**config.mk**
```make
export PLATFORM = sky130hd
export DESIGN_NAME = ddrmr_load
export DESIGN_NICKNAME = d
export VERILOG_FILES = /design/src/ddrmr_pkg.sv /design/src/ddrmr_load.sv
export SDC_FILE = /design/constraint.sdc
export NUM_CORES = 1
export LEC_CHECK = 0
export ABC_AREA = 0
export BUFFER_PORTS_ARGS = -buffer_cell sky130_fd_sc_hd__buf_2
export CAP_MARGIN = 20
export CORE_MARGIN = 1.5
export CORE_UTILIZATION = 50
export DETAILED_ROUTE_END_ITERATION = 16
export MAX_ROUTING_LAYER = met4
export PLACE_DENSITY_LB_ADDON = 0.05
export SYNTH_ARGS = -nofsm -noshare
export SYNTH_HDL_FRONTEND = slang
export SYNTH_SLANG_ARGS = --single-unit
export TNS_END_PERCENT = 100
```
**constraint.sdc**
```tcl
create_clock -name core_clk -period 5.8 [get_ports core_clk]
set_input_delay 0.58 -clock core_clk [delete_from_list [all_inputs] [get_ports core_clk]]
set_output_delay 0.58 -clock core_clk [all_outputs]
set_load 0.05 [all_outputs]
```
**src/ddrmr_pkg.sv**
```systemverilog
/*
  ddrmr_pkg: constants and carrier types for the mode-word load logic.
  assumes: included before ddrmr_load.sv; no other dependencies.
*/
`default_nettype none
package ddrmr_pkg;
  localparam int ADDR_W = 14;
  // positions of fields inside operating_mode_word
  localparam int BL_LSB = 0;
  localparam int BT_BIT = 3;
  localparam int CL_LSB = 4;
  localparam int TM_BIT = 7;
  localparam int DLL_BIT = 8;
  localparam int WR_LSB = 9;
  localparam int PD_BIT = 12;
  localparam int TOP_BIT = 13;
  // bank-select codes that route a load command
  localparam logic [1:0] BA_MODE = 2'h0;
  localparam logic [1:0] BA_EXT_ONE = 2'h1;
  // field codes
  localparam logic [2:0] BL_CODE_4 = 3'h2;
  localparam logic [2:0] BL_CODE_8 = 3'h3;
  localparam logic [2:0] CL_CODE_MIN = 3'h3;
  localparam logic [2:0] CL_CODE_MAX = 3'h6;
  localparam logic [2:0] WR_CODE_MIN = 3'h1;
  localparam logic [2:0] WR_CODE_MAX = 3'h5;
  // wait after a dll reset before reads, in clock cycles
  localparam logic [7:0] DLL_LOCK_CYCLES = 8'hc8;
  // reset values
  localparam logic [ADDR_W-1:0] WORD_RST = 14'h0000;
  localparam logic [2:0] CODE_RST = 3'h0;
  localparam logic [4:0] DAL_RST = 5'h00;
  localparam logic [7:0] COUNT_RST = 8'h00;

  typedef struct packed {
    logic cke;
    logic cs_n;
    logic ras_n;
    logic cas_n;
    logic we_n;
    logic [1:0] ba;
    logic [ADDR_W-1:0] addr;
  } ddrmr_pins_t;

  typedef struct packed {
    logic burst_len_eight;
    logic burst_len_ok;
    logic burst_interleave;
    logic [2:0] cas_cycles;
    logic cas_ok;
    logic [2:0] wr_cycles;
    logic wr_ok;
    logic powerdown_exit_speed;
    logic [4:0] autoprecharge_write_interval;
    logic config_error;
  } ddrmr_cfg_t;
endpackage
`default_nettype wire

```
**src/ddrmr_load.sv**
```systemverilog
/*
  ddrmr_load: decodes mode-word load commands seen on the command and address
  pins and holds the operating configuration that the rest of the device uses.
  assumes: command pins come from another clock domain and are synchronised
  here; banks_precharged comes from bank logic on core_clk.
*/
`timescale 1ns/1ps
`default_nettype none
module ddrmr_load
  import ddrmr_pkg::*;
#(
  parameter bit NARROW_ROWS = 1'b0,
  parameter logic [4:0] PRECHARGE_CYCLES = 5'h05
) (
  input wire logic core_clk,
  input wire logic reset,
  input wire logic core_clk_en,
  input wire ddrmr_pins_t pins,
  input wire logic banks_precharged,
  output logic [ADDR_W-1:0] operating_mode_word,
  output logic [ADDR_W-1:0] ext_mode_word_one,
  output logic mode_loaded,
  output logic ext_loaded,
  output logic mode_word_load_cmd,
  output logic ext_mode_word_load_cmd,
  output logic dll_reset_req,
  output logic dll_settling,
  output logic load_while_active,
  output ddrmr_cfg_t cfg
);

  typedef struct packed {
    ddrmr_pins_t s1;
    ddrmr_pins_t s2;
    ddrmr_pins_t s3;
    ddrmr_pins_t filt;
    logic prev_load;
    logic [ADDR_W-1:0] word;
    logic [ADDR_W-1:0] ext_word;
    logic loaded;
    logic ext_ok;
    logic mode_strobe;
    logic ext_strobe;
    logic dll_req;
    logic [7:0] dll_count;
    logic busy_load;
    ddrmr_cfg_t cfg;
  } ddrmr_state_t;

  localparam ddrmr_pins_t PINS_RST = '{cke: 1'b0, cs_n: 1'b1, ras_n: 1'b1,
    cas_n: 1'b1, we_n: 1'b1, ba: 2'h0, addr: WORD_RST};
  localparam ddrmr_cfg_t CFG_RST = '{burst_len_eight: 1'b0, burst_len_ok: 1'b0,
    burst_interleave: 1'b0, cas_cycles: CODE_RST, cas_ok: 1'b0,
    wr_cycles: CODE_RST, wr_ok: 1'b0, powerdown_exit_speed: 1'b0,
    autoprecharge_write_interval: DAL_RST, config_error: 1'b1};

  ddrmr_state_t st;
  ddrmr_state_t next_st;
  logic is_load;
  logic accept_mode;
  logic accept_ext;
  logic [ADDR_W-1:0] sampled_addr;

  always_comb begin
    logic [2:0] bl_code;
    logic [2:0] cl_code;
    logic [2:0] wr_code;
    logic [2:0] wr_cyc;
    bl_code = CODE_RST;
    cl_code = CODE_RST;
    wr_code = CODE_RST;
    wr_cyc = CODE_RST;
    next_st = st;
    // three-stage pin synchroniser; a change counts once stages 2 and 3 agree
    next_st.s1 = pins;
    next_st.s2 = st.s1;
    next_st.s3 = st.s2;
    if (st.s2 == st.s3) begin
      next_st.filt = st.s3;
    end
    // load command: cs, ras, cas, we all low while cke is high
    is_load = st.filt.cke && !st.filt.cs_n && !st.filt.ras_n &&
      !st.filt.cas_n && !st.filt.we_n;
    next_st.prev_load = is_load;
    // one load per held command; the controller returns to nop between loads
    accept_mode = is_load && !st.prev_load && (st.filt.ba == BA_MODE);
    accept_ext = is_load && !st.prev_load && (st.filt.ba == BA_EXT_ONE);
    // the x16 part has no top address pin, so that bit never reaches the word
    sampled_addr = st.filt.addr;
    if (NARROW_ROWS) begin
      sampled_addr[TOP_BIT] = 1'b0;
    end
    next_st.mode_strobe = accept_mode;
    next_st.ext_strobe = accept_ext;
    next_st.dll_req = 1'b0;
    // accepted anyway, but flagged: the bank logic cannot be kept consistent
    next_st.busy_load = (accept_mode || accept_ext) && !banks_precharged;
    if (accept_mode) begin
      next_st.word = sampled_addr;
      next_st.loaded = 1'b1;
      next_st.dll_req = sampled_addr[DLL_BIT];
    end
    if (accept_ext) begin
      next_st.ext_word = sampled_addr;
      next_st.ext_ok = 1'b1;
    end
    // dll lock wait counter restarts on every reset request
    if (next_st.dll_req) begin
      next_st.dll_count = DLL_LOCK_CYCLES;
    end else if (st.dll_count != COUNT_RST) begin
      next_st.dll_count = st.dll_count - 8'h01;
    end
    // decode always follows the stored word, so fields change only on a load or at the first enabled clock after reset
    bl_code = next_st.word[BL_LSB +: 3];
    cl_code = next_st.word[CL_LSB +: 3];
    wr_code = next_st.word[WR_LSB +: 3];
    next_st.cfg.burst_len_eight = (bl_code == BL_CODE_8);
    next_st.cfg.burst_len_ok = (bl_code == BL_CODE_4) || (bl_code == BL_CODE_8);
    next_st.cfg.burst_interleave = next_st.word[BT_BIT];
    // code equals latency in whole cycles; there is no half-cycle encoding
    next_st.cfg.cas_ok = (cl_code >= CL_CODE_MIN) && (cl_code <= CL_CODE_MAX);
    next_st.cfg.cas_cycles = next_st.cfg.cas_ok ? cl_code : CODE_RST;
    next_st.cfg.wr_ok = (wr_code >= WR_CODE_MIN) && (wr_code <= WR_CODE_MAX);
    wr_cyc = wr_code + 3'h1;
    next_st.cfg.wr_cycles = next_st.cfg.wr_ok ? wr_cyc : CODE_RST;
    next_st.cfg.autoprecharge_write_interval =
      {2'h0, next_st.cfg.wr_cycles} + PRECHARGE_CYCLES;
    next_st.cfg.powerdown_exit_speed = next_st.word[PD_BIT];
    // reserved codes, the test bit and a set top bit on x8 all mark the word bad
    next_st.cfg.config_error = !next_st.loaded || !next_st.cfg.burst_len_ok ||
      !next_st.cfg.cas_ok || !next_st.cfg.wr_ok || next_st.word[TM_BIT] ||
      next_st.word[TOP_BIT];
  end

  // no path from here reaches the array, so loads leave stored data intact
  always_ff @(posedge core_clk or posedge reset) begin
    if (reset) begin
      st.s1 <= PINS_RST;
      st.s2 <= PINS_RST;
      st.s3 <= PINS_RST;
      st.filt <= PINS_RST;
      st.prev_load <= 1'b0;
      st.word <= WORD_RST;
      st.ext_word <= WORD_RST;
      st.loaded <= 1'b0;
      st.ext_ok <= 1'b0;
      st.mode_strobe <= 1'b0;
      st.ext_strobe <= 1'b0;
      st.dll_req <= 1'b0;
      st.dll_count <= COUNT_RST;
      st.busy_load <= 1'b0;
      st.cfg <= CFG_RST;
    end else if (core_clk_en) begin
      st <= next_st;
    end
  end

  assign operating_mode_word = st.word;
  assign ext_mode_word_one = st.ext_word;
  assign mode_loaded = st.loaded;
  assign ext_loaded = st.ext_ok;
  assign mode_word_load_cmd = st.mode_strobe;
  assign ext_mode_word_load_cmd = st.ext_strobe;
  assign dll_reset_req = st.dll_req;
  assign dll_settling = (st.dll_count != COUNT_RST) ? 1'b1 : 1'b0;
  assign load_while_active = st.busy_load;
  assign cfg = st.cfg;

  a_main_load_word: assert property (@(posedge core_clk) disable iff (reset)
    (core_clk_en && accept_mode) |=> (st.word == $past(sampled_addr)))
    else $error("main load did not capture address");
  a_ext_not_main: assert property (@(posedge core_clk) disable iff (reset)
    (core_clk_en && accept_ext) |=> (st.word == $past(st.word)) &&
    (st.ext_word == $past(sampled_addr)))
    else $error("extended load disturbed main word");
  a_word_only_load: assert property (@(posedge core_clk) disable iff (reset)
    (st.word != $past(st.word)) |-> $past(accept_mode && core_clk_en))
    else $error("main word changed without a main load");
  a_burst_len_map: assert property (@(posedge core_clk) disable iff (reset)
    st.cfg.burst_len_ok |-> (st.cfg.burst_len_eight ==
    (st.word[BL_LSB +: 3] == BL_CODE_8)))
    else $error("burst length decode wrong");
  a_burst_reserved: assert property (@(posedge core_clk) disable iff (reset)
    (st.loaded && (st.word[BL_LSB +: 3] == 3'h0)) |-> st.cfg.config_error)
    else $error("reserved burst code not flagged");
  a_cas_range: assert property (@(posedge core_clk) disable iff (reset)
    st.cfg.cas_ok |-> (st.cfg.cas_cycles >= 3'h3) && (st.cfg.cas_cycles <= 3'h6) &&
    (st.cfg.cas_cycles == st.word[CL_LSB +: 3]))
    else $error("read latency decode wrong");
  a_wr_interval: assert property (@(posedge core_clk) disable iff (reset)
    st.cfg.wr_ok |-> (st.cfg.autoprecharge_write_interval ==
    {2'h0, st.word[WR_LSB +: 3]} + 5'h01 + PRECHARGE_CYCLES))
    else $error("write interval not recovery plus precharge");
  a_dll_pulse: assert property (@(posedge core_clk) disable iff (reset)
    (core_clk_en && accept_mode && sampled_addr[DLL_BIT]) |=>
    dll_reset_req ##1 (dll_settling || !core_clk_en))
    else $error("dll reset request missing");
  a_no_dll_pulse: assert property (@(posedge core_clk) disable iff (reset)
    dll_reset_req |-> $past(accept_mode && sampled_addr[DLL_BIT]))
    else $error("spurious dll reset request");
  a_pd_exit_bit: assert property (@(posedge core_clk) disable iff (reset)
    st.cfg.powerdown_exit_speed == st.word[PD_BIT])
    else $error("power-down exit speed mismatch");
  a_order_bit: assert property (@(posedge core_clk) disable iff (reset)
    $rose(st.word[BT_BIT]) |-> st.cfg.burst_interleave)
    else $error("burst order does not follow word");
  a_busy_flag: assert property (@(posedge core_clk) disable iff (reset)
    (core_clk_en && accept_mode && !banks_precharged) |=> load_while_active)
    else $error("load with open banks not flagged");

  c_main_load: cover property (@(posedge core_clk) disable iff (reset)
    mode_word_load_cmd && !cfg.config_error);
  c_ext_load: cover property (@(posedge core_clk) disable iff (reset)
    ext_mode_word_load_cmd);
  c_dll_wait_done: cover property (@(posedge core_clk) disable iff (reset)
    $fell(dll_settling));
  c_burst_eight: cover property (@(posedge core_clk) disable iff (reset)
    mode_word_load_cmd ##1 cfg.burst_len_eight);

endmodule
`default_nettype wire

```
==> results of run 1 <==
==> placed cells by master, fill, tap and decap left out, types with 2 or more instances in the layout <==
cell type / instances
a21o_1: 3
a21oi_1: 8
a22o_1: 2
a31oi_1: 3
buf_2: 75
buf_4: 3
buf_8: 2
clkbuf_1: 10
clkbuf_16: 17
clkbuf_8: 4
dfrtp_1: 125
dfstp_2: 17
ha_1: 4
inv_1: 11
mux2_2: 115
mux2i_1: 5
nand2_1: 16
nand2b_1: 5
nand3_1: 8
nand4_1: 8
nand4b_1: 3
nor2_1: 16
nor2b_1: 4
nor3_1: 6
nor4_1: 3
nor4_2: 2
o21a_1: 3
o21ai_0: 10
o31ai_1: 2
xnor2_1: 24
xor2_1: 8
==> worst paths after layout <==
| path | startpoint | endpoint | slack (ns) |
|---|---|---|---|
| min in group core_clk | pins[12] | next_st[115] | 0.40 |
| min reg2reg | ext_loaded | ext_loaded | 0.47 |
| min | reset | next_st[111] | 0.34 |
| max reg2reg | st[75] | cfg[2] | 2.71 |
| max in group asynchronous | reset | st[75] | 4.36 |
| max | st[75] | cfg[2] | 2.71 |
==> registers in the layout (all words and copies together) (netlist names) <==
| register | cells |
|---|---|
| next_st | 42 |
| st | 37 |
| cfg | 15 |
| ext_mode_word_one | 14 |
| operating_mode_word | 14 |
| sampled_addr | 14 |
| dll_reset_req | 1 |
| ext_loaded | 1 |
| ext_mode_word_load_cmd | 1 |
| load_while_active | 1 |
| mode_loaded | 1 |
| mode_word_load_cmd | 1 |
==> area by class of cell <==
cell class | instances | area, um^2 | area share
tap | 172 | 215 | 0.0296
inverter | 12 | 50.0 | 0.00689
clock inverter | 1 | 30.0 | 0.00413
clock buffer | 31 | 518 | 0.0713
timing repair buffer | 80 | 428 | 0.0589
sequential | 142 | 3570 | 0.492
multi-input combinational | 277 | 2450 | 0.337
==> power by group through the flow <==
stage	combinational, mW	clock (mW)	sequential [mW]
after floorplan	0.208	0	1.17
final	0.241	1.00	1.18
after detailed placement	0.244	0	1.19
after CTS	0.246	1.04	1.18
after global placement	0.240	0	1.19
after global routing	0.271	1.08	1.19
==> routing by layer <==
layer / routed length [um] / vias to the layer above / GRT usage
li1: - / 1765 / -
met5: 0 / - / -
met4: 159 / 0 / 0.0819
met3: 372 / 15 / 0.0412
met1: 5470 / 1866 / 0.245
met2: 5390 / 65 / 0.287
==> cell families (layout without fill, tap and decap cells) <==
group                    Yosys count  after routing  share of synthesized area
other                              1              1                   0.000577
buffers and inverters             78            124                     0.0728
multiplexers                     120            120                      0.207
AND/OR/NAND/NOR                   82             82                     0.0761
flip-flops                       142            142                      0.550
adder cells (fa/ha/maj)            4              4                    0.00770
AO/OA/AOI/OAI                     38             38                     0.0424
XOR/XNOR                          32             32                     0.0431
==> results.sh, run 1 <==
export IMPL_synth_cell_type_count=48
export IMPL_synth_area_leaders="dfrtp_1, mux2_2, dfstp_2"
export IMPL_synthCells=497
export IMPL_switching_share=0.232
export IMPL_p_int_mw=1.86
export IMPL_syn_to_final_growth_pct=11.8
export IMPL_dr_pass1_iters=4
export IMPL_p_clk_frac=0.415
export IMPL_syn_avg_cell_area_um2=13.1
export IMPL_cp_data_required_time_ns=6.09
export IMPL_cts_tree="built"
export IMPL_cpMaxStageDelayCell="nor4_2"
export IMPL_critPathMostFrequentCell="ha_1"
export IMPL_final_antenna_net_count=0
export IMPL_critPathBufInv=1
export IMPL_final_period_utilization=0.532
export IMPL_comb_power_share=0.099
export IMPL_hold_class="in2async"
export IMPL_clock_sinks=142
export IMPL_pre_cts_slack_ns=2.72
export IMPL_p_switching_mw=0.562
export IMPL_yosysMostFrequentCell="dfrtp_1"
export IMPL_cts_clk_slew_worst_paths_ns=0.05
export IMPL_routedWlPerCell_um=15.9
export IMPL_cp_start_kind="flop"
export IMPL_track_usage=0.189
export IMPL_rows=41
export IMPL_setup_viol=0
export IMPL_slew_violations=0
export IMPL_drt_iter0_markers=143
export IMPL_hold_viol=0
export IMPL_grt_pass1_vias=3658
export IMPL_placed_cell_area_um2=6700
export IMPL_cts_htree_levels=4
export IMPL_initial_utilization=0.513
export IMPL_critPathMaxFanout=13
export IMPL_die_h_um=117
export IMPL_core_area_um2=12700
export IMPL_yosysSeqAreaShare=0.550
export IMPL_die_x_um=117
export IMPL_stdcell_count=715
export IMPL_routabilityCongestion=0.804
export IMPL_reg2reg_depth=9
export IMPL_numCtsBuffers=17
export IMPL_crit_type="reg2reg"
export IMPL_synth_edf_count=0
export IMPL_dpl_hpwl_um=7760
export IMPL_finalSetupTns_ns=0
export IMPL_status="complete, no violations"
export IMPL_hold_buffers=0
export IMPL_tightestPinTransition_ns=0.891
export IMPL_rsz0062_at_grt="no"
export IMPL_cts_root_buffer="clkbuf_16"
export IMPL_ys_ff_latch=142
export IMPL_antenna_cells=0
export IMPL_cap_viol_max_count=0
export IMPL_cp_num_cells=9
export IMPL_drive_gt1_frac=0.455
export IMPL_arrival_ns=3.38
export IMPL_io_buffers=76
export IMPL_syn_area_um2=6500
export IMPL_grt_max_degree=97
export IMPL_worstPathCellList="nor4_2, nand2_2, mux2i_1, inv_1, ha_1, a211oi_2, nor2b_1, ha_1, mux2_2"
export IMPL_vias_per_cell=5.19
export IMPL_synthTopCellsByCount="dfrtp_1, mux2_2, buf_4, xnor2_1, dfstp_2"
export IMPL_postSynthNetCount=526
export IMPL_fmax_mhz=324
export IMPL_cts_repair_resized=0
export IMPL_routed_wl_um=11400
export IMPL_fin_util=0.573
export IMPL_post_cts_setup_buffers=0
export IMPL_yosysTopAreaCellShare=0.482
export IMPL_fill_cells=1113
export IMPL_vdd_drop_max_v=0.000218
export IMPL_slowest_delay_ns=0.49
export IMPL_finalPower_mw=2.42
export IMPL_synth_area_leader_cell="dfrtp_1"
export IMPL_cts_buffer_depth=2
export IMPL_clock_latency_ns=0.41
export IMPL_async_flop_share=1.00
export IMPL_timing_hold_ws_ns=0.345
export IMPL_gr_total_overflow=0
export IMPL_cpLargestDelayFamily="simple AND/OR/NAND/NOR gates"
export IMPL_vias=3711
export IMPL_drc=0
export IMPL_ios=78
export IMPL_slew_headroom=0.406
export IMPL_final_area_um2=7260
export IMPL_grt_pass1_wl_um=18700
export IMPL_yosysWarnings=0
export IMPL_worst_slack_ns=2.71
export IMPL_finClkSkew_ns=0.00597
export IMPL_nets=559
export IMPL_powerDensity_nw_per_um2=333
export IMPL_min_period_ns=3.09
export IMPL_cp_end_kind="flop"
export IMPL_antenna_found_initial=0
export IMPL_p_leak_nw=3.44
export IMPL_ys_flop_type="dfrtp_1"
export IMPL_pwr_share_seq=0.486
export IMPL_post_place_cells=682
export IMPL_design_die_area_um2=13700
Power figures use the tool's default switching activity.
==> inputs of run 2 (changes only) <==
Clock period 5.8 ns to 3 ns, I/O delays scaled along.
==> results.sh, run 2 (same netlist as run 1, synthesis figures left out) <==
export IMPL_status="complete, no violations"
export IMPL_cp_end_kind="flop"
export IMPL_drc=0
export IMPL_startpoint="st[75]"
export IMPL_crit_type="reg2reg"
export IMPL_clock_latency_ns=0.41
export IMPL_vias=3702
export IMPL_slew_violations=0
export IMPL_clock_sinks=142
export IMPL_cts_tree="built"
export IMPL_antenna_cells=0
export IMPL_drive_gt1_frac=0.477
export IMPL_antenna_found_initial=0
export IMPL_hold_class="in2async"
export IMPL_finalPower_mw=4.75
export IMPL_syn_to_final_growth_pct=12.9
export IMPL_grt_pass1_vias=3651
export IMPL_min_period_ns=2.77
export IMPL_regArea_um2=3570
export IMPL_worst_slack_ns=0.231
export IMPL_cts_clk_slew_worst_paths_ns=0.06
export IMPL_gr_total_overflow=0
export IMPL_routedWlPerCell_um=15.9
export IMPL_tightestPinTransition_ns=0.780
export IMPL_rows=41
export IMPL_hold_viol=0
export IMPL_dpl_hpwl_um=7920
export IMPL_final_antenna_net_count=0
export IMPL_largest_register_ffs=42
export IMPL_timing_hold_ws_ns=0.0787
export IMPL_routed_wl_um=11400
export IMPL_cap_viol_max_count=0
export IMPL_nets=563
export IMPL_worstReg2RegStart="st[75]"
export IMPL_arrival_ns=3.06
export IMPL_fmax_mhz=361
export IMPL_powerDensity_nw_per_um2=648
export IMPL_finClkSkew_ns=0.00655
export IMPL_reg2reg_depth=11
export IMPL_vdd_drop_max_v=0.000361
export IMPL_grt_pass1_wl_um=18800
export IMPL_design_die_area_um2=13700
export IMPL_numCtsBuffers=17
export IMPL_die_x_um=117
export IMPL_slew_headroom=0.480
export IMPL_hold_buffers=0
export IMPL_routabilityCongestion=0.823
export IMPL_cp_data_required_time_ns=3.29
export IMPL_track_usage=0.188
export IMPL_final_common_cell="dfrtp_1"
export IMPL_cts_root_buffer="clkbuf_16"
export IMPL_p_leak_nw=3.48
export IMPL_critPathMaxFanout=10
export IMPL_drt_iter0_markers=105
export IMPL_initial_utilization=0.513
export IMPL_grt_max_degree=143
export IMPL_post_cts_setup_buffers=0
export IMPL_setup_viol=0
export IMPL_io_buffers=76
export IMPL_pre_cts_slack_ns=0.244
export IMPL_cp_start_kind="flop"
export IMPL_die_h_um=117
export IMPL_cts_buffer_depth=2
export IMPL_multi_input_area_um2=2460
export IMPL_rsz0062_at_grt="no"
export IMPL_dr_pass1_iters=4
export IMPL_ios=78
export IMPL_vias_per_cell=5.15
export IMPL_finalSetupTns_ns=0
export IMPL_core_area_um2=12700
export IMPL_final_cell_mix="dfrtp_1, mux2_2, buf_2"
export IMPL_cts_htree_levels=4
export IMPL_final_period_utilization=0.923
export IMPL_fill_cells=1085
## run 2: worst paths after layout
| kind | end | slack (ns) |
|---|---|---|
| worst min-delay path | next_st[114] | 0.08 |
| worst min register to register | cfg[1] | 0.47 |
| min in group core_clk | next_st[106] | 0.12 |
| worst max register to register | cfg[4] | 0.23 |
| worst max-delay path | cfg[4] | 0.23 |
| max in group asynchronous | cfg[7] | 2.34 |
## run 2: where the power goes
part	total (mW)	switching, mW	internal, mW
Sequential	2.28	0.157	2.12
Clock	2.00	0.755	1.24
Combinational	0.474	0.225	0.248
## run 2: critical path, cell delays in order, from the launching register on
cell and delay, ns:
dfrtp_1 0.44, or4_4 0.62, nor2_8 0.21, nand2_1 0.08, nand2_1 0.09, inv_1 0.05, ha_1 0.26, nor2_1 0.17
o21ai_0 0.13, o211ai_2 0.21, a2111oi_4 0.09, a311o_1 0.33
## run 2: metrics by stage
stage | util | area (um^2) | cells
detailed placement | 0.532 | 6740 | 687
global placement | 0.532 | 6740 | 687
floorplan | - | 6500 | 497
finish | 0.579 | 7330 | 719
global route | 0.579 | 7330 | 719
CTS | 0.578 | 7320 | 719
## run 2: cell type report
type	count	area share
sequential	142	0.488
multi-input combinational	277	0.335
tap	172	0.0294
inverter	12	0.00666
timing repair buffer	84	0.0621
clock buffer	22	0.0674
clock inverter	10	0.0118
## run 2: repair_timing
item	4_1_cts	5_1_grt
resized for setup	0	1
setup endpoints to repair	0	1
hold endpoints to repair	0	0
## run 2: per-layer routing
layer,up-vias,GRT usage,routed length [um],share of wire
met4,0,0.0651,92,0.0080
li1,1770,-,-,-
met1,1856,0.246,5420,0.47
met5,-,-,0,0
met3,7,0.0463,396,0.035
met2,69,0.288,5540,0.48
